## src/cpopd_pkg.sv

```systemverilog
// Constants and types shared by the operand and prefix decode block
package cpopd_pkg;

  // ----------------------------------------------------------------
  // Register offsets (byte addresses)
  // ----------------------------------------------------------------
  localparam logic [7:0] OFF_FEED = 8'h00;
  localparam logic [7:0] OFF_OPERAND = 8'h04;
  localparam logic [7:0] OFF_ACC = 8'h08;
  localparam logic [7:0] OFF_PAIRS = 8'h0c;
  localparam logic [7:0] OFF_PAIR3 = 8'h10;
  localparam logic [7:0] OFF_STATUS_WORD = 8'h14;
  localparam logic [7:0] OFF_ADDR = 8'h18;
  localparam logic [7:0] OFF_STATUS = 8'h1c;
  localparam logic [7:0] OFF_PC = 8'h20;
  localparam logic [7:0] OFF_BRANCH = 8'h24;
  localparam logic [7:0] OFF_FLAGCTL = 8'h28;
  localparam logic [7:0] OFF_CTRL = 8'h2c;

  // ----------------------------------------------------------------
  // Field positions
  // ----------------------------------------------------------------
  localparam int FEED_MODE_LSB = 8;
  localparam int FEED_LOAD_BIT = 12;
  localparam int FEED_WORD_BIT = 13;
  localparam int SEG_LSB = 16;
  localparam int SW_IRQ_EN_BIT = 7;
  localparam int SW_ZERO_BIT = 6;
  localparam int SW_AUX_BIT = 4;
  localparam int SW_CARRY_BIT = 0;
  localparam int FC_ZERO_LSB = 0;
  localparam int FC_AUX_LSB = 4;
  localparam int FC_CARRY_LSB = 8;
  localparam int FC_RES_ZERO_BIT = 16;
  localparam int FC_RES_AUX_BIT = 17;
  localparam int FC_RES_CARRY_BIT = 18;
  localparam int CTRL_RAM_FETCH_BIT = 0;
  localparam int CTRL_SAVE_BIT = 1;

  // ----------------------------------------------------------------
  // Reset values, codes and timing counts
  // ----------------------------------------------------------------
  localparam logic [7:0] STATUS_WORD_RESET = 8'h06;
  localparam logic [7:0] PREFIX_CODE = 8'h11;
  localparam logic [7:0] OP_STORE_IMM_ABS = 8'hcf;
  localparam logic [7:0] OP_LOAD_A_PAIR3 = 8'h8b;
  localparam logic [3:0] DATA_WINDOW_SEG = 4'hf;
  localparam logic [9:0] CALL_TABLE_HIGH = 10'h002;
  localparam logic [3:0] CLK_BASE = 4'h1;
  localparam logic [3:0] CLK_BASE_PREFIX = 4'h2;
  localparam logic [3:0] CLK_FLASH = 4'h4;
  localparam logic [3:0] CLK_FLASH_PREFIX = 4'h5;
  localparam logic [5:0] CLK_RAM_FETCH_EXTRA = 6'h06;

  // Addressing mode supplied with each base opcode
  typedef enum logic [2:0] {
    MODE_NONE = 3'b000,
    MODE_ABS16 = 3'b001,
    MODE_PAIR3 = 3'b010,
    MODE_PAIR2 = 3'b011,
    MODE_PAIR3_DISP = 3'b100,
    MODE_CALL_TABLE = 3'b101,
    MODE_BRANCH8 = 3'b110,
    MODE_BRANCH16 = 3'b111
  } cpopd_mode_t;

  // Per-flag update operation
  typedef enum logic [2:0] {
    FLAG_KEEP = 3'b000,
    FLAG_CLEAR = 3'b001,
    FLAG_SET = 3'b010,
    FLAG_RESULT = 3'b011,
    FLAG_RESTORE = 3'b100
  } cpopd_flag_op_t;

endpackage

```

## src/cpopd_sync.sv

```systemverilog
// Two flip-flop synchroniser for pin-level inputs
`timescale 1ns/100ps
module cpopd_sync #(
  parameter int WIDTH = 2
) (
  // Clock and reset
  input wire logic pclk,
  input wire logic presetn,
  // Levels
  input wire logic [WIDTH-1:0] async_in,
  output logic [WIDTH-1:0] sync_out
);

  logic [WIDTH-1:0] stage1;

  // First stage feeds only the second stage
  always_ff @(posedge pclk or negedge presetn)
  begin
    if (!presetn)
    begin
      stage1 <= '0;
      sync_out <= '0;
    end
    else
    begin
      stage1 <= async_in;
      sync_out <= stage1;
    end
  end

endmodule

```

## src/cpopd_addr_gen.sv

```systemverilog
// Effective address, branch target and clock count generation
`timescale 1ns/100ps
module cpopd_addr_gen
  import cpopd_pkg::*;
(
  // Decoded instruction
  input wire cpopd_mode_t mode,
  input wire logic prefixed,
  input wire logic is_load,
  input wire logic is_word,
  input wire logic ram_fetch,
  input wire logic [15:0] operand,
  // Register state
  input wire logic [3:0] extension_segment_reg,
  input wire logic [15:0] pointer_pair_two,
  input wire logic [15:0] pointer_pair_three,
  input wire logic [19:0] pc,
  input wire logic [19:0] flash_top,
  // Results
  output logic [19:0] eff_addr,
  output logic [19:0] branch_target,
  output logic [3:0] clocks,
  output logic [5:0] clock_bound,
  output logic flash_hit
);

  // Sign-extend a 16-bit value to 20 bits
  function automatic logic [19:0] sext16(input logic [15:0] v);
    sext16 = {{4{v[15]}}, v};
  endfunction

  logic [15:0] offset16;
  logic [19:0] raw_addr;

  // Low 16 bits of the data address per mode
  always_comb
  begin
    unique case (mode)
      MODE_ABS16: offset16 = operand;
      MODE_PAIR3: offset16 = pointer_pair_three;
      MODE_PAIR2: offset16 = pointer_pair_two;
      MODE_PAIR3_DISP: offset16 = pointer_pair_three + {8'h00, operand[7:0]};
      MODE_CALL_TABLE: offset16 = {CALL_TABLE_HIGH, operand[5:1], 1'b0};
      default: offset16 = 16'h0000;
    endcase
  end

  // Segment part comes from the extension register only when prefixed
  assign raw_addr = prefixed ? {extension_segment_reg, offset16}
                             : {DATA_WINDOW_SEG, offset16};
  assign eff_addr = {raw_addr[19:1], raw_addr[0] & ~is_word};

  // Relative branch targets
  always_comb
  begin
    unique case (mode)
      MODE_BRANCH8: branch_target = pc + sext16({{8{operand[7]}}, operand[7:0]});
      MODE_BRANCH16: branch_target = pc + sext16(operand);
      default: branch_target = pc;
    endcase
  end

  // Clock count depends on the accessed area
  assign flash_hit = is_load && (mode != MODE_NONE) && (eff_addr <= flash_top);
  always_comb
  begin
    if (flash_hit)
      clocks = prefixed ? CLK_FLASH_PREFIX : CLK_FLASH;
    else
      clocks = prefixed ? CLK_BASE_PREFIX : CLK_BASE;
  end

  // Worst case when fetched from RAM: four times plus extra clocks
  assign clock_bound = ram_fetch ? ({clocks, 2'b00} + CLK_RAM_FETCH_EXTRA)
                                 : {2'b00, clocks};

endmodule

```

## src/cpopd_core.sv

```systemverilog
// Operand addressing and prefix decode with APB register access
//
// The placing of the registers and the APB slave port were decided locally.
`timescale 1ns/100ps
module cpopd_core
  import cpopd_pkg::*;
#(
  parameter logic [19:0] FLASH_TOP = 20'h0ffff
) (
  // Clock and reset
  input wire logic pclk,
  input wire logic presetn,
  // APB slave
  input wire logic psel,
  input wire logic penable,
  input wire logic pwrite,
  input wire logic [7:0] paddr,
  input wire logic [31:0] pwdata,
  output logic [31:0] prdata,
  output logic pready,
  output logic pslverr,
  // Request pins from interrupt and DMA controllers
  input wire logic irq_req,
  input wire logic dma_req,
  // Acknowledges and decoded address
  output logic irq_ack,
  output logic dma_grant,
  output logic [19:0] data_addr,
  output logic prefix_active
);

  // ----------------------------------------------------------------
  // Declarations
  // ----------------------------------------------------------------
  logic [7:0] accumulator;
  logic [7:0] acc_low;
  logic [15:0] pointer_pair_one;
  logic [15:0] pointer_pair_two;
  logic [15:0] pointer_pair_three;
  logic [3:0] extension_segment_reg;
  logic irq_enable_flag;
  logic zero_flag;
  logic aux_carry_flag;
  logic carry_flag;
  logic [2:0] saved_flags;
  logic [19:0] pc;
  logic [15:0] operand;
  cpopd_mode_t mode;
  logic is_load;
  logic is_word;
  logic prefixed;
  logic ram_fetch;
  logic [19:0] eff_addr;
  logic [19:0] branch_target;
  logic [3:0] clocks;
  logic [5:0] clock_bound;
  logic flash_hit;
  logic [19:0] last_branch;
  logic [3:0] last_clocks;
  logic [5:0] last_bound;
  logic last_flash;
  logic [1:0] req_sync;
  logic access;
  logic wr_en;
  logic rd_en;
  logic mapped;
  logic [7:0] feed_byte;
  logic feed_wr;
  logic is_prefix;
  logic next_prefixed;
  logic next_load;
  logic next_word;
  cpopd_mode_t next_mode;
  logic [31:0] next_rdata;

  // Apply one flag operation
  function automatic logic flag_apply(input logic [2:0] op, input logic cur,
                                      input logic res, input logic saved);
    unique case (op)
      FLAG_CLEAR: flag_apply = 1'b0;
      FLAG_SET: flag_apply = 1'b1;
      FLAG_RESULT: flag_apply = res;
      FLAG_RESTORE: flag_apply = saved;
      default: flag_apply = cur;
    endcase
  endfunction

  // Compare a bus address against a register offset
  function automatic logic hit(input logic [7:0] a, input logic [7:0] off);
    hit = (a == off);
  endfunction

  // ----------------------------------------------------------------
  // APB decode
  // ----------------------------------------------------------------
  // Answer after one wait state; writes take effect when pready is seen
  assign access = psel & penable;
  assign wr_en = access & pready & pwrite;
  assign rd_en = access & ~pready & ~pwrite;
  assign mapped = hit(paddr, OFF_FEED) | hit(paddr, OFF_OPERAND) | hit(paddr, OFF_ACC) |
                  hit(paddr, OFF_PAIRS) | hit(paddr, OFF_PAIR3) |
                  hit(paddr, OFF_STATUS_WORD) | hit(paddr, OFF_ADDR) |
                  hit(paddr, OFF_STATUS) | hit(paddr, OFF_PC) | hit(paddr, OFF_BRANCH) |
                  hit(paddr, OFF_FLAGCTL) | hit(paddr, OFF_CTRL);

  // Ready and error handshake
  always_ff @(posedge pclk or negedge presetn)
  begin
    if (!presetn)
    begin
      pready <= 1'b0;
      pslverr <= 1'b0;
    end
    else
    begin
      pready <= access & ~pready;
      pslverr <= access & ~pready & ~mapped;
    end
  end

  // ----------------------------------------------------------------
  // Request synchronisers
  // ----------------------------------------------------------------
  cpopd_sync #(
    .WIDTH(2)
  ) u_req_sync (
    .pclk(pclk),
    .presetn(presetn),
    .async_in({dma_req, irq_req}),
    .sync_out(req_sync)
  );

  // Requests are held off while a prefix waits for its instruction
  always_ff @(posedge pclk or negedge presetn)
  begin
    if (!presetn)
    begin
      irq_ack <= 1'b0;
      dma_grant <= 1'b0;
    end
    else
    begin
      irq_ack <= req_sync[0] & irq_enable_flag & ~prefix_active;
      dma_grant <= req_sync[1] & ~prefix_active;
    end
  end

  // ----------------------------------------------------------------
  // Prefix and opcode decode
  // ----------------------------------------------------------------
  assign feed_byte = pwdata[7:0];
  assign feed_wr = wr_en & hit(paddr, OFF_FEED);
  assign is_prefix = (feed_byte == PREFIX_CODE) & ~prefix_active;

  // Known base opcodes force their own mode; others take the supplied one
  always_comb
  begin
    next_prefixed = prefix_active;
    next_mode = cpopd_mode_t'(pwdata[FEED_MODE_LSB +: 3]);
    next_load = pwdata[FEED_LOAD_BIT];
    next_word = pwdata[FEED_WORD_BIT];
    if (feed_byte == OP_STORE_IMM_ABS)
    begin
      next_mode = MODE_ABS16;
      next_load = 1'b0;
      next_word = 1'b0;
    end
    else if (feed_byte == OP_LOAD_A_PAIR3)
    begin
      next_mode = MODE_PAIR3;
      next_load = 1'b1;
      next_word = 1'b0;
    end
  end

  // Prefix is pending only until the next byte arrives
  always_ff @(posedge pclk or negedge presetn)
  begin
    if (!presetn)
      prefix_active <= 1'b0;
    else if (feed_wr)
      prefix_active <= is_prefix;
  end

  // Latch decoded instruction attributes
  always_ff @(posedge pclk or negedge presetn)
  begin
    if (!presetn)
    begin
      mode <= MODE_NONE;
      prefixed <= 1'b0;
      is_load <= 1'b0;
      is_word <= 1'b0;
    end
    else if (feed_wr && !is_prefix)
    begin
      mode <= next_mode;
      prefixed <= next_prefixed;
      is_load <= next_load;
      is_word <= next_word;
    end
  end

  // ----------------------------------------------------------------
  // Address generation
  // ----------------------------------------------------------------
  cpopd_addr_gen u_addr_gen (
    .mode(mode),
    .prefixed(prefixed),
    .is_load(is_load),
    .is_word(is_word),
    .ram_fetch(ram_fetch),
    .operand(operand),
    .extension_segment_reg(extension_segment_reg),
    .pointer_pair_two(pointer_pair_two),
    .pointer_pair_three(pointer_pair_three),
    .pc(pc),
    .flash_top(FLASH_TOP),
    .eff_addr(eff_addr),
    .branch_target(branch_target),
    .clocks(clocks),
    .clock_bound(clock_bound),
    .flash_hit(flash_hit)
  );

  // Register the decoded results; segment value is taken at this point
  always_ff @(posedge pclk or negedge presetn)
  begin
    if (!presetn)
    begin
      data_addr <= 20'h00000;
      last_branch <= 20'h00000;
      last_clocks <= 4'h0;
      last_bound <= 6'h00;
      last_flash <= 1'b0;
    end
    else
    begin
      data_addr <= eff_addr;
      last_branch <= branch_target;
      last_clocks <= clocks;
      last_bound <= clock_bound;
      last_flash <= flash_hit;
    end
  end

  // ----------------------------------------------------------------
  // Working registers
  // ----------------------------------------------------------------
  // Byte accumulator, word pair and three pointer pairs
  always_ff @(posedge pclk or negedge presetn)
  begin
    if (!presetn)
    begin
      accumulator <= 8'h00;
      acc_low <= 8'h00;
      pointer_pair_one <= 16'h0000;
      pointer_pair_two <= 16'h0000;
      pointer_pair_three <= 16'h0000;
      extension_segment_reg <= 4'h0;
    end
    else if (wr_en)
    begin
      if (hit(paddr, OFF_ACC))
      begin
        acc_low <= pwdata[7:0];
        accumulator <= pwdata[15:8];
      end
      if (hit(paddr, OFF_PAIRS))
      begin
        pointer_pair_one <= pwdata[15:0];
        pointer_pair_two <= pwdata[31:16];
      end
      if (hit(paddr, OFF_PAIR3))
      begin
        pointer_pair_three <= pwdata[15:0];
        extension_segment_reg <= pwdata[SEG_LSB +: 4];
      end
    end
  end

  // Operand, program counter and control
  always_ff @(posedge pclk or negedge presetn)
  begin
    if (!presetn)
    begin
      operand <= 16'h0000;
      pc <= 20'h00000;
      ram_fetch <= 1'b0;
    end
    else if (wr_en)
    begin
      if (hit(paddr, OFF_OPERAND))
        operand <= pwdata[15:0];
      if (hit(paddr, OFF_PC))
        pc <= pwdata[19:0];
      if (hit(paddr, OFF_CTRL))
        ram_fetch <= pwdata[CTRL_RAM_FETCH_BIT];
    end
  end

  // ----------------------------------------------------------------
  // Status word flags
  // ----------------------------------------------------------------
  // Byte feeds leave flags alone; status word writes load all flags
  always_ff @(posedge pclk or negedge presetn)
  begin
    if (!presetn)
    begin
      irq_enable_flag <= STATUS_WORD_RESET[SW_IRQ_EN_BIT];
      zero_flag <= STATUS_WORD_RESET[SW_ZERO_BIT];
      aux_carry_flag <= STATUS_WORD_RESET[SW_AUX_BIT];
      carry_flag <= STATUS_WORD_RESET[SW_CARRY_BIT];
    end
    else if (wr_en && hit(paddr, OFF_STATUS_WORD))
    begin
      irq_enable_flag <= pwdata[SW_IRQ_EN_BIT];
      zero_flag <= pwdata[SW_ZERO_BIT];
      aux_carry_flag <= pwdata[SW_AUX_BIT];
      carry_flag <= pwdata[SW_CARRY_BIT];
    end
    else if (wr_en && hit(paddr, OFF_FLAGCTL))
    begin
      zero_flag <= flag_apply(pwdata[FC_ZERO_LSB +: 3], zero_flag,
                              pwdata[FC_RES_ZERO_BIT], saved_flags[2]);
      aux_carry_flag <= flag_apply(pwdata[FC_AUX_LSB +: 3], aux_carry_flag,
                                   pwdata[FC_RES_AUX_BIT], saved_flags[1]);
      carry_flag <= flag_apply(pwdata[FC_CARRY_LSB +: 3], carry_flag,
                               pwdata[FC_RES_CARRY_BIT], saved_flags[0]);
    end
  end

  // Saved flag copy for later restore
  always_ff @(posedge pclk or negedge presetn)
  begin
    if (!presetn)
      saved_flags <= 3'b000;
    else if (wr_en && hit(paddr, OFF_CTRL) && pwdata[CTRL_SAVE_BIT])
      saved_flags <= {zero_flag, aux_carry_flag, carry_flag};
  end

  // ----------------------------------------------------------------
  // Read data
  // ----------------------------------------------------------------
  always_comb
  begin
    next_rdata = 32'h00000000;
    unique case (paddr)
      OFF_FEED: next_rdata = {18'h00000, is_word, is_load, 1'b0, mode, 8'h00};
      OFF_OPERAND: next_rdata = {16'h0000, operand};
      OFF_ACC: next_rdata = {16'h0000, accumulator, acc_low};
      OFF_PAIRS: next_rdata = {pointer_pair_two, pointer_pair_one};
      OFF_PAIR3: next_rdata = {12'h000, extension_segment_reg, pointer_pair_three};
      OFF_STATUS_WORD: next_rdata = {24'h000000, irq_enable_flag, zero_flag, 1'b0,
                                     aux_carry_flag, 3'b000, carry_flag};
      OFF_ADDR: next_rdata = {12'h000, data_addr};
      OFF_STATUS: next_rdata = {18'h00000, last_bound, last_flash, prefixed,
                                prefix_active, 1'b0, last_clocks};
      OFF_PC: next_rdata = {12'h000, pc};
      OFF_BRANCH: next_rdata = {12'h000, last_branch};
      OFF_CTRL: next_rdata = {29'h00000000, saved_flags[0], 1'b0, ram_fetch};
      default: next_rdata = 32'h00000000;
    endcase
  end

  // Read data is captured in the wait cycle and held for the answer
  always_ff @(posedge pclk or negedge presetn)
  begin
    if (!presetn)
      prdata <= 32'h00000000;
    else if (rd_en)
      prdata <= next_rdata;
  end

endmodule

```

## config.mk

```make
export PLATFORM = sky130hd
export DESIGN_NAME = cpopd_core
export DESIGN_NICKNAME = d
export VERILOG_FILES = /design/src/cpopd_pkg.sv /design/src/cpopd_sync.sv /design/src/cpopd_addr_gen.sv /design/src/cpopd_core.sv
export SDC_FILE = /design/constraint.sdc
export NUM_CORES = 1
export LEC_CHECK = 0
export BUFFER_PORTS_ARGS = -buffer_cell sky130_fd_sc_hd__buf_4
export CAP_MARGIN = 20
export CORE_AREA = 4 4 194 196
export CTS_BUF_LIST = sky130_fd_sc_hd__clkbuf_16
export DETAILED_ROUTE_END_ITERATION = 8
export DIE_AREA = 0 0 198 200
export GPL_ROUTABILITY_DRIVEN = 0
export PLACE_DENSITY = 0.52
export SLEW_MARGIN = 40
export SYNTH_ARGS = -nofsm -noshare
export SYNTH_HDL_FRONTEND = slang
export SYNTH_SLANG_ARGS = --single-unit
```

## constraint.sdc

```tcl
create_clock -name pclk -period 2.9 [get_ports pclk]
set_input_delay 0.87 -clock pclk [delete_from_list [all_inputs] [get_ports pclk]]
set_output_delay 0.87 -clock pclk [all_outputs]
set_load 0.05 [all_outputs]
```

==> results.toml <==
[outcome]
status = "completed"

[die]
io_pins = 104
die_w_um = 198
rows = 70
die_h_um = 200
initial_core_util_pct = 29.6
dieArea_um2 = 39600
core_um2 = 36100

[placed_design]
preCtsSetupSlack_ns = -0.179
dp_hpwl_um = 27800
numPortBuffers = 103

[sta]
finalCriticalPeriod_ns = 2.70
max_freq_mhz = 371
slew_headroom_pct = 43.0
setup_ws_ns = 0.203
rsz0062_at_grt = "true"
finalHoldViolations = 0
setup_violations = 0
skew_ns = 0.0163
tightest_slew_ns = 0.833
drv_slew = 0
period_share_pct = 93.0
hold_ws_ns = 0.347

[logic_synthesis]
ys_seq_area_share_pct = 48.7
synth_nets = 1060
syn_inst = 982
syn_area_per_cell_um2 = 10.9
syn-cell-area_um2 = 10700
ys_ff_latch = 208
synthArstFlopShare_pct = 100
synth-edff-count = 0
yosysWarnings = 0
synth_top_cell_by_area = "dfrtp_1"
yosys-top-cells-area = "dfrtp_1, mux2_2, ha_1"
synth_cell_types = 67
synth.top_cell.area_share_pct = 48.7
ys.flop_type = "dfrtp_1"

[grt]
antenna_found_initial = 1
grt_pass1_vias = 8772
busiest_layer = "met2"
grtUsageMet2_pct = 29.8
grt_pass1_wl_um = 57200
grt_max_degree = 72
gr-usage-met3_pct = 3.29
grt_usage_pct = 18.9
met1_usage_pct = 27.5
gr-total-overflow = 0

[layout]
drive_above_1_share_pct = 29.8
largest_reg_flops = 32
diodes = 0
areaGrowthSynthToFinish_pct = 24.0
largest-register = "prdata"
final_common_cell = "dfrtp_1"
fill_cells = 3644
final_nets = 1205
mostFrequentLayoutCells = "dfrtp_1, buf_4, mux2_2, nand2_1, nor2_1"

[clock_tree]
cts_tree = "yes"
clkSinkCount = 208
clock_path_buffers = 3
clkTransAtPathRegs_ns = 0.06
ctsHoldBuffers = 0
cts_buffers = 25
cts_setup_buffers = 0
worstSkewPairLatency_ns = 0.52
cts_max_level = 1
root_buffer = "clkbuf_16"

[pwr]
total_power_mw = 6.32
power_density_nw_per_um2 = 477
power.leakage_nw = 5.94
ir_worst_vdd_v = 0.000318

[routing]
drt_iter0_markers = 777
route.detailed.drc = 0
first_pass_iters = 5
via_per_inst = 5.38
wl_per_cell_um = 23.4
vias = 8675
antenna_left = 0
routed_wirelength_um = 37800

[critical_path]
criticalPathCategory = "reg2reg"
critPathArrivalTime_ns = 3.05
critPathLaunchType = "flop"
required_ns = 3.26
critPathCaptureType = "flop"
rrSetupSlack_ns = 0.20
r2r_cells = 11
crit_fanout = 12

[flow_run]
maxCapViolCount = 0

[min_path]
hold_class = "in2async"
==> power by group <==
group / switching [mW] / total, mW / internal (mW)
combinational: 0.336 / 0.492 / 0.155
sequential: 0.0380 / 2.98 / 2.94
clock: 1.21 / 2.84 / 1.63
total: 1.58 / 6.32 / 4.73
==> area by class of cell <==
| type | count | area (um^2) | area share, % |
|---|---|---|---|
| Sequential cell | 208 | 5200 | 39.3 |
| Timing Repair Buffer | 171 | 1390 | 10.5 |
| Tap cell | 468 | 586 | 4.42 |
| Clock buffer | 25 | 626 | 4.72 |
| Multi-Input combinational cell | 703 | 5270 | 39.8 |
| Inverter | 18 | 67.6 | 0.510 |
| Clock inverter | 19 | 103 | 0.775 |
==> path summary, 6_finish.rpt <==
check,startpoint,endpoint
setup / recovery,mode[2],last_branch[18]
min in group pclk,u_req_sync.stage1[1],u_req_sync.sync_out[1]
hold reg to reg,u_req_sync.stage1[1],u_req_sync.sync_out[1]
hold / removal,presetn,pc[15]
max in group asynchronous,presetn,pointer_pair_one[14]
setup reg to reg,mode[2],last_branch[18]
==> metal layers <==
metal	part of all wire, %	up-vias	routed length, um
met3	7.6	56	2870
met4	2.0	2	746
met2	45	340	17000
li1	-	3938	-
met1	45	4339	17100
met5	0.034	-	13
==> critical path, cell delays in order, from the launching register on <==
cell and delay (ns):
dfrtp_1 0.38, and2_0 0.18, buf_4 0.19, a31o_2 0.25, ha_1 0.30, a211oi_2 0.24, o21ai_0 0.19, a31oi_1 0.19
nor2b_1 0.06, a311oi_1 0.29, xor2_1 0.17, o21ai_0 0.08
==> metrics by stage <==
| step | setup TNS [ns] | utilization, % | instance area [um^2] | cells |
|---|---|---|---|---|
| finish | 0 | 36.7 | 13200 | 1612 |
| global route | -0.0345 | 36.7 | 13200 | 1612 |
| CTS | 0 | 36.5 | 13200 | 1612 |
| detailed placement | -0.182 | 34.5 | 12500 | 1568 |
| global placement | -0.212 | 34.5 | 12500 | 1568 |
| floorplan | 0 | - | 10700 | 982 |
==> Yosys cell counts (3+ instances only) <==
library cell and number:
nor3b_1 3, mux2_4 8, xnor2_1 20, or3_1 3
buf_2 18, nor3_1 15, and2_0 3, nor2_1 68
and3b_1 3, mux2i_1 24, a21oi_1 39, a31o_2 9
dfrtp_1 208, and2_1 3, nor3_2 3, a211oi_1 9
o22ai_1 21, buf_1 4, xor2_1 14, ha_1 29
clkbuf_1 30, o21a_1 5, a41oi_1 5, nand2b_1 10
a22oi_1 34, a222oi_1 13, o211ai_1 4, o21bai_1 4
inv_1 18, nand2_1 77, o21ai_0 66, nor2b_1 12
nand4_1 7, a31oi_1 10, a22o_1 22, mux2_2 102
a21o_1 6, nand3_1 16
==> what timing repair did <==
action	in CTS	in global routing
endpoints found under the hold margin	0	0
setup endpoints to repair	1	5
gates resized for setup	1	9
gates cloned	0	0
==> kinds of logic (layout without fill, tap and decap cells) <==
family	count (synthesis)	in the layout	synth area share [%]
DFF	208	208	48.7
adders and majority gates	31	31	3.77
AOI/OAI and AO/OA	268	268	17.1
xor gates and xnor gates	34	34	2.79
buffers and inverters	71	233	2.78
and+or+nand+nor	234	234	10.4
muxes	136	136	14.4
Note: power is estimated with default switching activity, not from simulation.
